$ cat src/sleep_wakeup_timer_defs.svh
`ifndef SLEEP_WAKEUP_TIMER_DEFS_SVH
`define SLEEP_WAKEUP_TIMER_DEFS_SVH

// register offsets
`define A_TIMER_CONFIG     4'h0
`define A_MANT_HIGH        4'h1
`define A_MANT_LOW         4'h2
`define A_EXPONENT         4'h3
`define A_WINDOW_COUNT     4'h4
`define A_CLOCK_CFG        4'h5
`define A_TOP_IRQ_EN       4'h6
`define A_CHIP_IRQ_EN      4'h7
`define A_CHIP_IRQ_STATUS  4'h8
`define A_PIN_FUNC         4'h9
`define A_IRQ_PIN_FUNC     4'hA
`define A_RX_START         4'hB
`define A_STATE            4'hC
`define A_BATT_THRESH      4'hD

// timer_config fields
`define CFG_TIMER_EN       0
`define CFG_BATT_EN        1
`define CFG_DUTY_EN        2
`define CFG_CAL_EN         3
`define CFG_CAL_SEL_LO     4
// exponent register: end-state bit
`define EXP_SLEEP_BIT      5
// chip status event bits
`define EV_EXPIRY          0
`define EV_BATT_LOW        1
`define EV_CAL_DONE        2
`define EV_COUNT           3

`define REG_RESET          8'h00
`define SRC_XTAL           3'h1
`define EXPIRY_PIN_CODE    6'h0E
`define EXPIRY_IRQ_CODE    6'h27

// timing
`define CORE_HZ            20000000
`define SLOW_HZ            32768
`define RC_DIV             (`CORE_HZ / `SLOW_HZ)
`define UNIT_BASE          4
`define CAL_RC_TICKS       4
`define CAL_EXPECT         (`CAL_RC_TICKS * `RC_DIV)
`define RECAL_BASE_LOG     10

`endif

$ cat src/sleep_wakeup_timer_pkg.sv
package sleep_wakeup_timer_pkg;
  typedef enum logic [1:0] {RX_OFF, RX_WINDOW, RX_EXTENDED} rx_state_t;
  typedef enum logic [1:0] {CAL_IDLE, CAL_WAIT_XO, CAL_ALIGN, CAL_MEASURE} cal_state_t;
endpackage : sleep_wakeup_timer_pkg

$ cat src/rc_calibrator.sv
`timescale 1ns/1ps
`include "sleep_wakeup_timer_defs.svh"
module rc_calibrator
  import sleep_wakeup_timer_pkg::*;
(
  input  wire logic       i_core_clk,
  input  wire logic       i_reset,
  input  wire logic       i_clk_en,
  input  wire logic       i_start,
  input  wire logic       i_rc_tick,
  input  wire logic       i_xtal_ready,
  output logic            o_xtal_req,
  output logic            o_busy,
  output logic            o_done,
  output logic [7:0]      o_trim
);
  cal_state_t  state_q;
  logic [13:0] ref_cnt_q;
  logic [2:0]  rc_seen_q;

  assign o_busy     = (state_q != CAL_IDLE);
  assign o_xtal_req = o_busy;

  // start crystal, align to an RC edge, count reference cycles over RC ticks
  always_ff @(posedge i_core_clk) begin
    if (i_reset) begin
      state_q   <= CAL_IDLE;
      ref_cnt_q <= '0;
      rc_seen_q <= '0;
      o_done    <= 1'b0;
      o_trim    <= 8'h00;
    end else if (i_clk_en) begin
      o_done <= 1'b0;
      case (state_q)
        CAL_IDLE: begin
          if (i_start) state_q <= CAL_WAIT_XO;
        end
        CAL_WAIT_XO: begin
          if (i_xtal_ready) state_q <= CAL_ALIGN;
        end
        CAL_ALIGN: begin
          ref_cnt_q <= '0;
          rc_seen_q <= '0;
          if (i_rc_tick) state_q <= CAL_MEASURE;
        end
        CAL_MEASURE: begin
          ref_cnt_q <= ref_cnt_q + 1'b1;
          if (i_rc_tick) rc_seen_q <= rc_seen_q + 1'b1;
          if (i_rc_tick && rc_seen_q == 3'(`CAL_RC_TICKS - 1)) begin
            // slow RC shows extra reference cycles: shorten its period
            if (ref_cnt_q + 1'b1 > 14'(`CAL_EXPECT) && o_trim != 8'h80) begin
              o_trim <= o_trim - 1'b1;
            end else if (ref_cnt_q + 1'b1 < 14'(`CAL_EXPECT) && o_trim != 8'h7F) begin
              o_trim <= o_trim + 1'b1;
            end
            o_done  <= 1'b1;
            state_q <= CAL_IDLE;
          end
        end
        default: state_q <= CAL_IDLE;
      endcase
    end
  end
endmodule : rc_calibrator

$ cat src/sleep_wakeup_timer.sv
// The address-and-strobe port and the register offsets were decided locally.
`timescale 1ns/1ps
`include "sleep_wakeup_timer_defs.svh"
module sleep_wakeup_timer
  import sleep_wakeup_timer_pkg::*;
(
  input  wire logic       i_core_clk,
  input  wire logic       i_reset,
  input  wire logic       i_clk_en,
  input  wire logic [3:0] i_addr,
  input  wire logic [7:0] i_wdata,
  input  wire logic       i_wr,
  input  wire logic       i_rd,
  output logic [7:0]      o_rdata,
  input  wire logic       i_ext_32k,
  input  wire logic       i_power_up_cmd,
  input  wire logic       i_shutdown_exit,
  input  wire logic       i_xtal_ready,
  input  wire logic       i_preamble_ok,
  input  wire logic       i_rx_error,
  input  wire logic       i_packet_done,
  input  wire logic       i_batt_done,
  input  wire logic [7:0] i_batt_level,
  output logic            o_xtal_req,
  output logic [7:0]      o_rc_trim,
  output logic            o_batt_start,
  output logic            o_rx_start,
  output logic            o_rx_stop,
  output logic            o_rx_active,
  output logic            o_go_ready,
  output logic            o_go_sleep,
  output logic            o_expiry_pin,
  output logic            o_irq_out_n
);
  // software visible settings
  logic [7:0] timer_config_q;
  logic [7:0] mant_high_q;
  logic [7:0] mant_low_q;
  logic [7:0] exponent_q;
  logic [7:0] window_count_q;
  logic [2:0] clock_cfg_q;
  logic       top_irq_en_q;
  logic [`EV_COUNT-1:0] chip_irq_en_q;
  logic [`EV_COUNT-1:0] chip_status_q;
  logic [5:0] pin_func_q;
  logic [5:0] irq_pin_func_q;
  logic       rx_start_field_q;
  logic [7:0] batt_thresh_q;

  // timer state
  logic        slow_tick;
  logic        rc_tick;
  logic [33:0] unit_cnt_q;
  logic [15:0] mant_cnt_q;
  logic [15:0] interval_mantissa;
  logic        timer_enable_bit;
  logic        running;
  logic        unit_end;
  logic        expiry;
  rx_state_t   rx_state_q;
  logic [7:0]  win_cnt_q;
  logic        preamble_seen_q;
  logic        rx_end;
  logic [17:0] recal_cnt_q;
  logic        cal_pending_q;
  logic        cal_busy;
  logic        cal_done;
  logic        cal_start;
  logic        recal_due;
  logic        batt_low;
  logic [`EV_COUNT-1:0] ev_set;
  logic        wr_status;
  logic        irq;

  // last prescaler count of one interval unit for a given exponent
  function automatic logic [33:0] unit_last(input logic [4:0] exp_v);
    unit_last = (34'(`UNIT_BASE) << exp_v) - 34'h1;
  endfunction : unit_last

  assign interval_mantissa = {mant_high_q, mant_low_q};
  assign timer_enable_bit  = timer_config_q[`CFG_TIMER_EN];
  assign running           = timer_enable_bit && (interval_mantissa != 16'h0000);

  // configuration writes
  always_ff @(posedge i_core_clk) begin
    if (i_reset) begin
      timer_config_q   <= `REG_RESET;
      mant_high_q      <= `REG_RESET;
      mant_low_q       <= `REG_RESET;
      exponent_q       <= `REG_RESET;
      window_count_q   <= `REG_RESET;
      clock_cfg_q      <= 3'h0;
      top_irq_en_q     <= 1'b0;
      chip_irq_en_q    <= '0;
      pin_func_q       <= 6'h00;
      irq_pin_func_q   <= 6'h00;
      rx_start_field_q <= 1'b0;
      batt_thresh_q    <= `REG_RESET;
    end else if (i_clk_en && i_wr) begin
      case (i_addr)
        `A_TIMER_CONFIG: timer_config_q   <= {1'b0, i_wdata[6:0]};
        `A_MANT_HIGH:    mant_high_q      <= i_wdata;
        `A_MANT_LOW:     mant_low_q       <= i_wdata;
        `A_EXPONENT:     exponent_q       <= {2'b00, i_wdata[5:0]};
        `A_WINDOW_COUNT: window_count_q   <= i_wdata;
        `A_CLOCK_CFG:    clock_cfg_q      <= i_wdata[2:0];
        `A_TOP_IRQ_EN:   top_irq_en_q     <= i_wdata[0];
        `A_CHIP_IRQ_EN:  chip_irq_en_q    <= i_wdata[`EV_COUNT-1:0];
        `A_PIN_FUNC:     pin_func_q       <= i_wdata[5:0];
        `A_IRQ_PIN_FUNC: irq_pin_func_q   <= i_wdata[5:0];
        `A_RX_START:     rx_start_field_q <= i_wdata[0];
        `A_BATT_THRESH:  batt_thresh_q    <= i_wdata;
        default: ;
      endcase
    end
  end

  // read data stand in the cycle after the strobe only
  always_ff @(posedge i_core_clk) begin
    if (i_reset) begin
      o_rdata <= 8'h00;
    end else if (i_clk_en) begin
      o_rdata <= 8'h00;
      if (i_rd) begin
        case (i_addr)
          `A_TIMER_CONFIG:    o_rdata <= timer_config_q;
          `A_MANT_HIGH:       o_rdata <= mant_high_q;
          `A_MANT_LOW:        o_rdata <= mant_low_q;
          `A_EXPONENT:        o_rdata <= exponent_q;
          `A_WINDOW_COUNT:    o_rdata <= window_count_q;
          `A_CLOCK_CFG:       o_rdata <= {5'h00, clock_cfg_q};
          `A_TOP_IRQ_EN:      o_rdata <= {7'h00, top_irq_en_q};
          `A_CHIP_IRQ_EN:     o_rdata <= {5'h00, chip_irq_en_q};
          `A_CHIP_IRQ_STATUS: o_rdata <= {5'h00, chip_status_q};
          `A_PIN_FUNC:        o_rdata <= {2'b00, pin_func_q};
          `A_IRQ_PIN_FUNC:    o_rdata <= {2'b00, irq_pin_func_q};
          `A_RX_START:        o_rdata <= {7'h00, rx_start_field_q};
          `A_STATE:           o_rdata <= {4'h0, o_rx_active, cal_busy, running, o_go_sleep};
          `A_BATT_THRESH:     o_rdata <= batt_thresh_q;
          default:            o_rdata <= 8'h00;
        endcase
      end
    end
  end

  slow_tick_gen #(
    .DIV_W (12)
  ) u_tick (
    .i_core_clk (i_core_clk),
    .i_reset    (i_reset),
    .i_clk_en   (i_clk_en),
    .i_src_sel  (clock_cfg_q),
    .i_ext_32k  (i_ext_32k),
    .i_trim     (o_rc_trim),
    .o_tick     (slow_tick),
    .o_rc_tick  (rc_tick)
  );

  // interval counter: units of 4 * 2^exponent ticks, mantissa units per period
  assign unit_end = slow_tick && (unit_cnt_q >= unit_last(exponent_q[4:0]));
  assign expiry   = running && unit_end && (mant_cnt_q >= interval_mantissa - 16'h1);

  always_ff @(posedge i_core_clk) begin
    if (i_reset) begin
      unit_cnt_q <= '0;
      mant_cnt_q <= '0;
    end else if (i_clk_en) begin
      if (!running) begin
        unit_cnt_q <= '0;
        mant_cnt_q <= '0;
      end else if (slow_tick) begin // counts on regardless of sleep
        unit_cnt_q <= unit_end ? '0 : unit_cnt_q + 34'h1;
        if (expiry) begin
          mant_cnt_q <= '0;
        end else if (unit_end) begin
          mant_cnt_q <= mant_cnt_q + 16'h1;
        end
      end
    end
  end

  // duty-cycled receive window, may be extended once after a preamble
  assign rx_end = (rx_state_q != RX_OFF) && (i_packet_done ||
                  (unit_end && win_cnt_q + 8'h1 >= window_count_q &&
                   !(rx_state_q == RX_WINDOW && preamble_seen_q)));

  always_ff @(posedge i_core_clk) begin
    if (i_reset) begin
      rx_state_q      <= RX_OFF;
      win_cnt_q       <= 8'h00;
      preamble_seen_q <= 1'b0;
    end else if (i_clk_en) begin
      case (rx_state_q)
        RX_OFF: begin
          win_cnt_q       <= 8'h00;
          preamble_seen_q <= 1'b0;
          if (expiry && (timer_config_q[`CFG_DUTY_EN] || rx_start_field_q)) begin
            rx_state_q <= RX_WINDOW;
          end
        end
        RX_WINDOW, RX_EXTENDED: begin
          // a receive error cancels the extension earned by a preamble
          if (i_rx_error) begin
            preamble_seen_q <= 1'b0;
          end else if (i_preamble_ok) begin
            preamble_seen_q <= 1'b1;
          end
          if (rx_end) begin
            rx_state_q <= RX_OFF;
          end else if (unit_end && win_cnt_q + 8'h1 >= window_count_q) begin
            rx_state_q <= RX_EXTENDED;
            win_cnt_q  <= 8'h00;
          end else if (unit_end) begin
            win_cnt_q <= win_cnt_q + 8'h1;
          end
        end
        default: rx_state_q <= RX_OFF;
      endcase
    end
  end

  // pulses toward the radio and the power sequencer
  always_ff @(posedge i_core_clk) begin
    if (i_reset) begin
      o_rx_start   <= 1'b0;
      o_rx_stop    <= 1'b0;
      o_go_ready   <= 1'b0;
      o_go_sleep   <= 1'b0;
      o_batt_start <= 1'b0;
    end else if (i_clk_en) begin
      o_rx_start   <= (rx_state_q == RX_OFF) && expiry &&
                      (timer_config_q[`CFG_DUTY_EN] || rx_start_field_q);
      o_rx_stop    <= rx_end;
      o_go_ready   <= (rx_end || (expiry && !timer_config_q[`CFG_DUTY_EN] &&
                      !rx_start_field_q)) && !exponent_q[`EXP_SLEEP_BIT];
      o_go_sleep   <= (rx_end || (expiry && !timer_config_q[`CFG_DUTY_EN] &&
                      !rx_start_field_q)) && exponent_q[`EXP_SLEEP_BIT];
      o_batt_start <= expiry && timer_config_q[`CFG_BATT_EN];
    end
  end

  assign o_rx_active = (rx_state_q != RX_OFF);

  // calibration requests: power-up, shutdown exit and the periodic counter
  // shift amount kept five bits wide so the base exponent is not cut
  assign recal_due = timer_config_q[`CFG_CAL_EN] && slow_tick &&
                     (recal_cnt_q >= (18'h1 << (5'(timer_config_q[6:4]) +
                                                5'(`RECAL_BASE_LOG))) - 18'h1);
  assign cal_start = cal_pending_q && !cal_busy;

  always_ff @(posedge i_core_clk) begin
    if (i_reset) begin
      recal_cnt_q   <= '0;
      cal_pending_q <= 1'b1;
    end else if (i_clk_en) begin
      if (!timer_config_q[`CFG_CAL_EN] || recal_due) begin
        recal_cnt_q <= '0;
      end else if (slow_tick) begin
        recal_cnt_q <= recal_cnt_q + 18'h1;
      end
      if (i_power_up_cmd || i_shutdown_exit || recal_due) begin
        cal_pending_q <= 1'b1;
      end else if (cal_start) begin
        cal_pending_q <= 1'b0;
      end
    end
  end

  rc_calibrator u_cal (
    .i_core_clk   (i_core_clk),
    .i_reset      (i_reset),
    .i_clk_en     (i_clk_en),
    .i_start      (cal_start),
    .i_rc_tick    (rc_tick),
    .i_xtal_ready (i_xtal_ready),
    .o_xtal_req   (o_xtal_req),
    .o_busy       (cal_busy),
    .o_done       (cal_done),
    .o_trim       (o_rc_trim)
  );

  // sticky chip status, write one to clear, a new event beats the clear
  assign batt_low         = i_batt_done && (i_batt_level < batt_thresh_q);
  assign ev_set[`EV_EXPIRY]   = expiry;
  assign ev_set[`EV_BATT_LOW] = batt_low;
  assign ev_set[`EV_CAL_DONE] = cal_done;
  assign wr_status        = i_wr && (i_addr == `A_CHIP_IRQ_STATUS);

  genvar gi;
  generate
    for (gi = 0; gi < `EV_COUNT; gi++) begin : g_status
      always_ff @(posedge i_core_clk) begin
        if (i_reset) begin
          chip_status_q[gi] <= 1'b0;
        end else if (i_clk_en) begin
          if (ev_set[gi]) begin
            chip_status_q[gi] <= 1'b1;
          end else if (wr_status && i_wdata[gi]) begin
            chip_status_q[gi] <= 1'b0;
          end
        end
      end
    end
  endgenerate

  // interrupt needs the top-level and per-event enables
  assign irq          = top_irq_en_q && |(chip_status_q & chip_irq_en_q);
  assign o_irq_out_n  = ~irq;
  assign o_expiry_pin = (pin_func_q == `EXPIRY_PIN_CODE) &&
                        (irq_pin_func_q == `EXPIRY_IRQ_CODE) &&
                        chip_status_q[`EV_EXPIRY];
endmodule : sleep_wakeup_timer

$ cat src/slow_tick_gen.sv
`timescale 1ns/1ps
`include "sleep_wakeup_timer_defs.svh"
module slow_tick_gen #(
  parameter int DIV_W = 12
) (
  input  wire logic       i_core_clk,
  input  wire logic       i_reset,
  input  wire logic       i_clk_en,
  input  wire logic [2:0] i_src_sel,
  input  wire logic       i_ext_32k,
  input  wire logic [7:0] i_trim,
  output logic            o_tick,
  output logic            o_rc_tick
);
  logic [DIV_W-1:0] rc_cnt_q;
  logic [DIV_W-1:0] rc_last;
  logic             ext_q;
  logic             rc_hit;

  // trimmed divider models the internal RC oscillator
  assign rc_last = DIV_W'(`RC_DIV - 1) + {{(DIV_W-8){i_trim[7]}}, i_trim};
  assign rc_hit  = (rc_cnt_q >= rc_last);

  always_ff @(posedge i_core_clk) begin
    if (i_reset) begin
      rc_cnt_q <= '0;
    end else if (i_clk_en) begin
      rc_cnt_q <= rc_hit ? '0 : rc_cnt_q + 1'b1;
    end
  end

  // rising edge of the external crystal clock, selected by source code
  always_ff @(posedge i_core_clk) begin
    if (i_reset) begin
      ext_q     <= 1'b0;
      o_tick    <= 1'b0;
      o_rc_tick <= 1'b0;
    end else if (i_clk_en) begin
      ext_q     <= i_ext_32k;
      o_rc_tick <= rc_hit;
      o_tick    <= (i_src_sel == `SRC_XTAL) ? (i_ext_32k & ~ext_q) : rc_hit;
    end
  end
endmodule : slow_tick_gen

$ cat config.mk
export PLATFORM = sky130hd
export DESIGN_NAME = sleep_wakeup_timer
export DESIGN_NICKNAME = d
export VERILOG_FILES = /design/src/sleep_wakeup_timer_pkg.sv /design/src/rc_calibrator.sv /design/src/sleep_wakeup_timer.sv /design/src/slow_tick_gen.sv
export VERILOG_INCLUDE_DIRS = /design/src /design/src/src
export SDC_FILE = /design/constraint.sdc
export NUM_CORES = 1
export LEC_CHECK = 0
export BUFFER_PORTS_ARGS = -buffer_cell sky130_fd_sc_hd__buf_2
export CAP_MARGIN = 20
export CORE_MARGIN = 5
export CORE_UTILIZATION = 41
export DETAILED_ROUTE_END_ITERATION = 7
export GPL_ROUTABILITY_DRIVEN = 0
export SLEW_MARGIN = 15
export SYNTH_ARGS = -nofsm -noshare
export SYNTH_HDL_FRONTEND = slang
export SYNTH_SLANG_ARGS = --single-unit
$ cat constraint.sdc
create_clock -name i_core_clk -period 10.2 [get_ports i_core_clk]
set_input_delay 0 -clock i_core_clk [delete_from_list [all_inputs] [get_ports i_core_clk]]
set_output_delay 0 -clock i_core_clk [all_outputs]
set_load 0.05 [all_outputs]
### Word-level counts from Yosys, hierarchy flattened

Index checks and enable logic that the tools add are counted.

* shift operators: 2
* add/sub/neg operators: 14
* mux-type cells: 44
* magnitude comparators: 8
* reductions and logical operators: 85
* bitwise operators: 4
* eq/ne operators: 36

Operators by type and width (count)
* $pmux W8 S14: 1
* $mux W34: 3
* $mux W16: 4
* $mux W8: 6
* $reduce_and A2 Y1: 19
* $mux W18: 2
* $add A34 B1 Y34 const B: 1
* $ge A34 B34 Y1: 1
* $shl A3 B5 Y34 const A: 1
* $sub A34 B1 Y34 const B: 1
* $logic_and A1 B1 Y1: 31
* $pmux W14 S2: 1
* $eq A4 B4 Y1 const B: 6
* $reduce_bool A2 Y1: 10
* $add A18 B1 Y18 const B: 1
* $ge A18 B18 Y1: 1
* $shl A1 B5 Y18 const A: 1
* $sub A18 B1 Y18 const B: 1
* $add A16 B1 Y16 const B: 1
* $add A8 B1 Y8 const B: 2
* $eq A4 B3 Y1 const B: 4
* $ge A16 B16 Y1: 1
* $pmux W8 S2: 1
* $reduce_bool A16 Y1: 1
* 46 further kinds: 92

* output and inout port bits: 25
* logic and storage cells: 230
* bits of input ports: 33
* register bits after elaboration: 204

### Depth between registers and ports, before layout

* depth in word-level cells: 10
* depth in mapped cells: 21
* depth with buffers taken out: 18

### Cells and area by module

From an unflattened synthesis, not the netlist that was laid out.

* cell total of the unflattened synthesis: 1646
* area, all modules: 13341.5 um^2

By module, submodules not included
* sleep_wakeup_timer: area each 10248.6 um^2, cells an instance 1271, times used 1, sequential area each 3223.1 um^2
* rc_calibrator: area each 2092.0 um^2, cells an instance 263, times used 1, sequential area each 560.5 um^2
* slow_tick_gen: area each 1001.0 um^2, cells an instance 112, times used 1, sequential area each 300.3 um^2

### Worst setup path before layout

No wires, ideal clock.

* path kind: reg2reg
* start point: register exponent_q[0]
* end point: register win_cnt_q[2]
* cell stages (with the launch flop): 21
* slack: 5.616 ns
* path buffers: 4
* setup time: 0.117 ns
* data required time: 10.083 ns
* data arrival time: 4.467 ns
* clock period less this slack: 4.584 ns
* path through: dfxtp_1 > clkbuf_1 > or2_2 > clkbuf_1 > or3_1 > ha_1 > clkbuf_1 > or2_2 > o21ai_0 > a22o_1 > a21oi_1 > ha_1 > and3_1 > a221o_1 > a211oi_2 > o32ai_2 > or2_1 > a221o_1 > buf_6 > o21bai_1 > a32o_1

* word-level cells in the longest chain between the ends: 10
* elaborated cells on any way between the ends: 14
* classes of those cells: add/sub (1); order compare (1); eq/ne (2); shift (1); mux (3); reduce/logical (6)

RTL lines
* start, declared: line sleep_wakeup_timer.sv:39 `logic [7:0] exponent_q;`
* start signal, assigned: line sleep_wakeup_timer.sv:90 `` exponent_q <= `REG_RESET; ``
* start signal, assigned: line sleep_wakeup_timer.sv:104 `` `A_EXPONENT: exponent_q <= {2'b00, i_wdata[5:0]}; ``
* $shl A3 B5 Y34 (*): line sleep_wakeup_timer.sv:77 `` unit_last = (34'(`UNIT_BASE) << exp_v) - 34'h1; ``
* $sub A34 B1 Y34 (*): line sleep_wakeup_timer.sv:77
* $ge A34 B34 Y1 (*): line sleep_wakeup_timer.sv:160 `assign unit_end = slow_tick && (unit_cnt_q >= unit_last(exponent_q[4:0]));`
* $logic_and A1 B1 Y1 (*): line sleep_wakeup_timer.sv:160
* $logic_and A1 B1 Y1: line sleep_wakeup_timer.sv:184, sleep_wakeup_timer.sv:210
* $logic_and A1 B1 Y1: line sleep_wakeup_timer.sv:184 `(unit_end && win_cnt_q + 8'h1 >= window_count_q &&`
* $logic_or A1 B1 Y1: line sleep_wakeup_timer.sv:183 `assign rx_end = (rx_state_q != RX_OFF) && (i_packet_done ||`
* $logic_and A1 B1 Y1: line sleep_wakeup_timer.sv:183
* $ne A2 B2 Y1 (no source line)
* $reduce_and A4 Y1 (no source line)
* end signal, assigned: line sleep_wakeup_timer.sv:214 `win_cnt_q <= win_cnt_q + 8'h1;`
* end, declared: line sleep_wakeup_timer.sv:61 `logic [7:0] win_cnt_q;`

Mark *: on every way between the ends. The rest lies on a longest branch, timed or not. The select of a mux whose other input is x is not followed.
A chain may end at the register's enable or synchronous reset.

### Worst setup path in the final report

* start point: register exponent_q[3]
* end point: register win_cnt_q[6]

Same word-level chain as after synthesis.

==> metrics <==
post-route cell area=0.0147 mm^2; crit start category=flop; WHS Path Cells=5; routed wire length per instance=17.7 um; cells after synthesis=1622; final hold vios=0; total number of vias=11800; CTS max path bufs=3; Clock Latency Late Sink=540 ps; post-CTS setup repair buffer count=0; FILL cells=3105; nets=1811; Worst Skew=22.9 ps; power after layout=1890 uW; Hold/Removal Path Class=input pin to flop; antenna viol nets, final=0; Final period util=54.0%; Data required, critical path=10670 ps; status=complete, no violations; syn avg cell area=8.04 um^2; number of port buffers=57; Ys Warns=0; final WL=36900 um; Slew Viols, Final=0; area of the multi-input gates=0.00842 mm^2; Reg2Reg Setup Slack=4690 ps; Slew @ Worst Pin=1030 ps; post-synthesis sequential area ratio=31.3%; unrepaired setup endpoints after global routing=false; Congestion Overflow GR=0; hold buffer count at cts=21; Die Area=0.0355 mm^2; Die X=188 um; share of layout cells above drive strength 1=7.87%; Starting Density=41.5%; antenna cells=0; Post-synth top flop=dfxtp_1; root buffer cell=clkbuf_16; die height=188 um; Seq cells post-synth=204; Post-synth EDFFs=0; First DRT Iteration DRCs=675; synthesis-to-finish area growth=12.7%; Peak VDD IR=0.128 mV; max_cap viols=0; Vias/cell=5.69; Total GRT Usage=20.3%; clk sinks=204; clock transition at the registers of the reported paths=60 ps; Worst setup EP type=flop; PostCTS Resize Cnt=0; Hold Slack=78.3 ps; core footprint=0.0315 mm^2; row count=65; Synth top area share=31.3%; CTS Buf Count=25; most area-consuming cells after synthesis=dfxtp_1, ha_1, nor2_1; Power per Cell Area=129 mW/mm^2; Final Setup Violations=0; hpwl dp=26900 um; f_max=0.182 GHz; asr flop ratio synth=0%; Leak=0.00590 uW; Synth area leader=dfxtp_1; setup_tns=0 ps; sequential cell area=0.00408 mm^2; DP Area=0.0136 mm^2; global-route wire length before repair=60400 um; count of cell types in the netlist=83; CP Class=flop to flop; Post-Syn Area=0.0130 mm^2; CP max FO=23; # IOs=58; DRT Pass-1 Iters=5; Post-route DRC=0; CTS tree=done; vias in the first global route=11400; R2R cell count=16; initial antenna violation count=0; fin crit period=5510 ps; relative slew slack=31.1%; number of H-tree levels=1; pin count of the biggest net entering global routing=69; WP data arrival=5970 ps
==> layout make-up <==
type	count	share of cell area, %
Inverter	65	1.66
Sequential cell	204	27.8
Clock inverter	12	1.19
Tap cell	402	3.42
Multi-Input combinational cell	1276	57.3
Clock buffer	33	4.80
Timing Repair Buffer	88	3.88
==> cell usage in the layout (no fill, tap or decap), types with 24 or more instances in the layout <==
master     instances
clkbuf_16         25
nor2_1           193
nand2_1          130
and3_1            32
a21oi_1          109
xnor2_1           40
o21ai_0           81
inv_1             64
mux2i_1           64
nand4_1           24
nand3_1           72
xor2_1            53
buf_2             57
ha_1             117
nor3_1            67
dfxtp_1          204
==> routing by layer <==
metal	GRT usage, %	part of all wire, %	up-vias
li1	-	-	5911
met1	26.7	45	5605
met2	34.7	47	260
met3	2.69	4.7	55
met4	6.45	3.1	0
met5	0	0	-
==> worst paths after layout <==
| path | from | to |
|---|---|---|
| hold reg to reg | o_rdata[0] | o_rdata[0] |
| hold / removal | i_rd | o_rdata[7] |
| setup reg to reg | exponent_q[3] | win_cnt_q[6] |
| setup / recovery | exponent_q[3] | win_cnt_q[6] |
==> cells by family after synthesis <==
logic type / Yosys count / synth area share, %
compound gates: 366 / 18.2
xor+xnor: 93 / 6.24
fa+ha+maj: 118 / 11.4
buf+inv: 147 / 4.41
flops: 204 / 31.3
mux: 67 / 5.17
other cells: 2 / 0.0576
simple gates: 625 / 23.2
==> power breakdown <==
group          internal [uW]  total [uW]  switching (uW)
logic                   43.7         135            90.9
clock network            588         948             361
registers                802         810            7.74
total                   1430        1890             459
==> cell usage after synthesis, types with 53 or more instances <==
master	n
nor2_1	193
dfxtp_1	204
o21ai_0	82
nand3_1	72
clkbuf_1	59
ha_1	117
nor3_1	68
nand2_1	130
inv_1	64
a21oi_1	109
xor2_1	53
mux2i_1	64
==> per-stage QoR <==
stage / cells / worst slack (ps) / utilization [%]
5_1_grt: 2080 / 4300 / 46.7
4_1_cts: 2079 / 4520 / 46.7
3_3_place_gp: 2013 / 4730 / 43.2
2_1_floorplan: 1627 / 5620 / -
3_5_place_dp: 2013 / 4550 / 43.2
6_report: 2080 / 4690 / 46.7
==> worst max-delay path, cell delays in order, from the launching register on <==
cell and delay [ps]:
dfxtp_1 530, or2_2 470, or3_1 360, ha_1 430, or2_2 420, o21ai_0 190, a22o_1 150, a21oi_1 80
ha_1 310, and3_1 190, a221o_1 300, a211oi_2 250, o32ai_2 140, nor2_1 560, o21ai_1 450, or3b_1 470
a21oi_1 140
==> flip-flops by register name, summed over array words and instances (netlist names), 7 cells and up <==
| name | flops |
|---|---|
| unit_cnt_q | 34 |
| recal_cnt_q | 18 |
| mant_cnt_q | 16 |
| u_cal.ref_cnt_q | 14 |
| u_tick.rc_cnt_q | 12 |
| batt_thresh_q | 8 |
| mant_high_q | 8 |
| mant_low_q | 8 |
| o_rdata | 8 |
| u_cal.o_trim | 8 |
| win_cnt_q | 8 |
| window_count_q | 8 |
| timer_config_q | 7 |
Power figures use the tool's default switching activity.
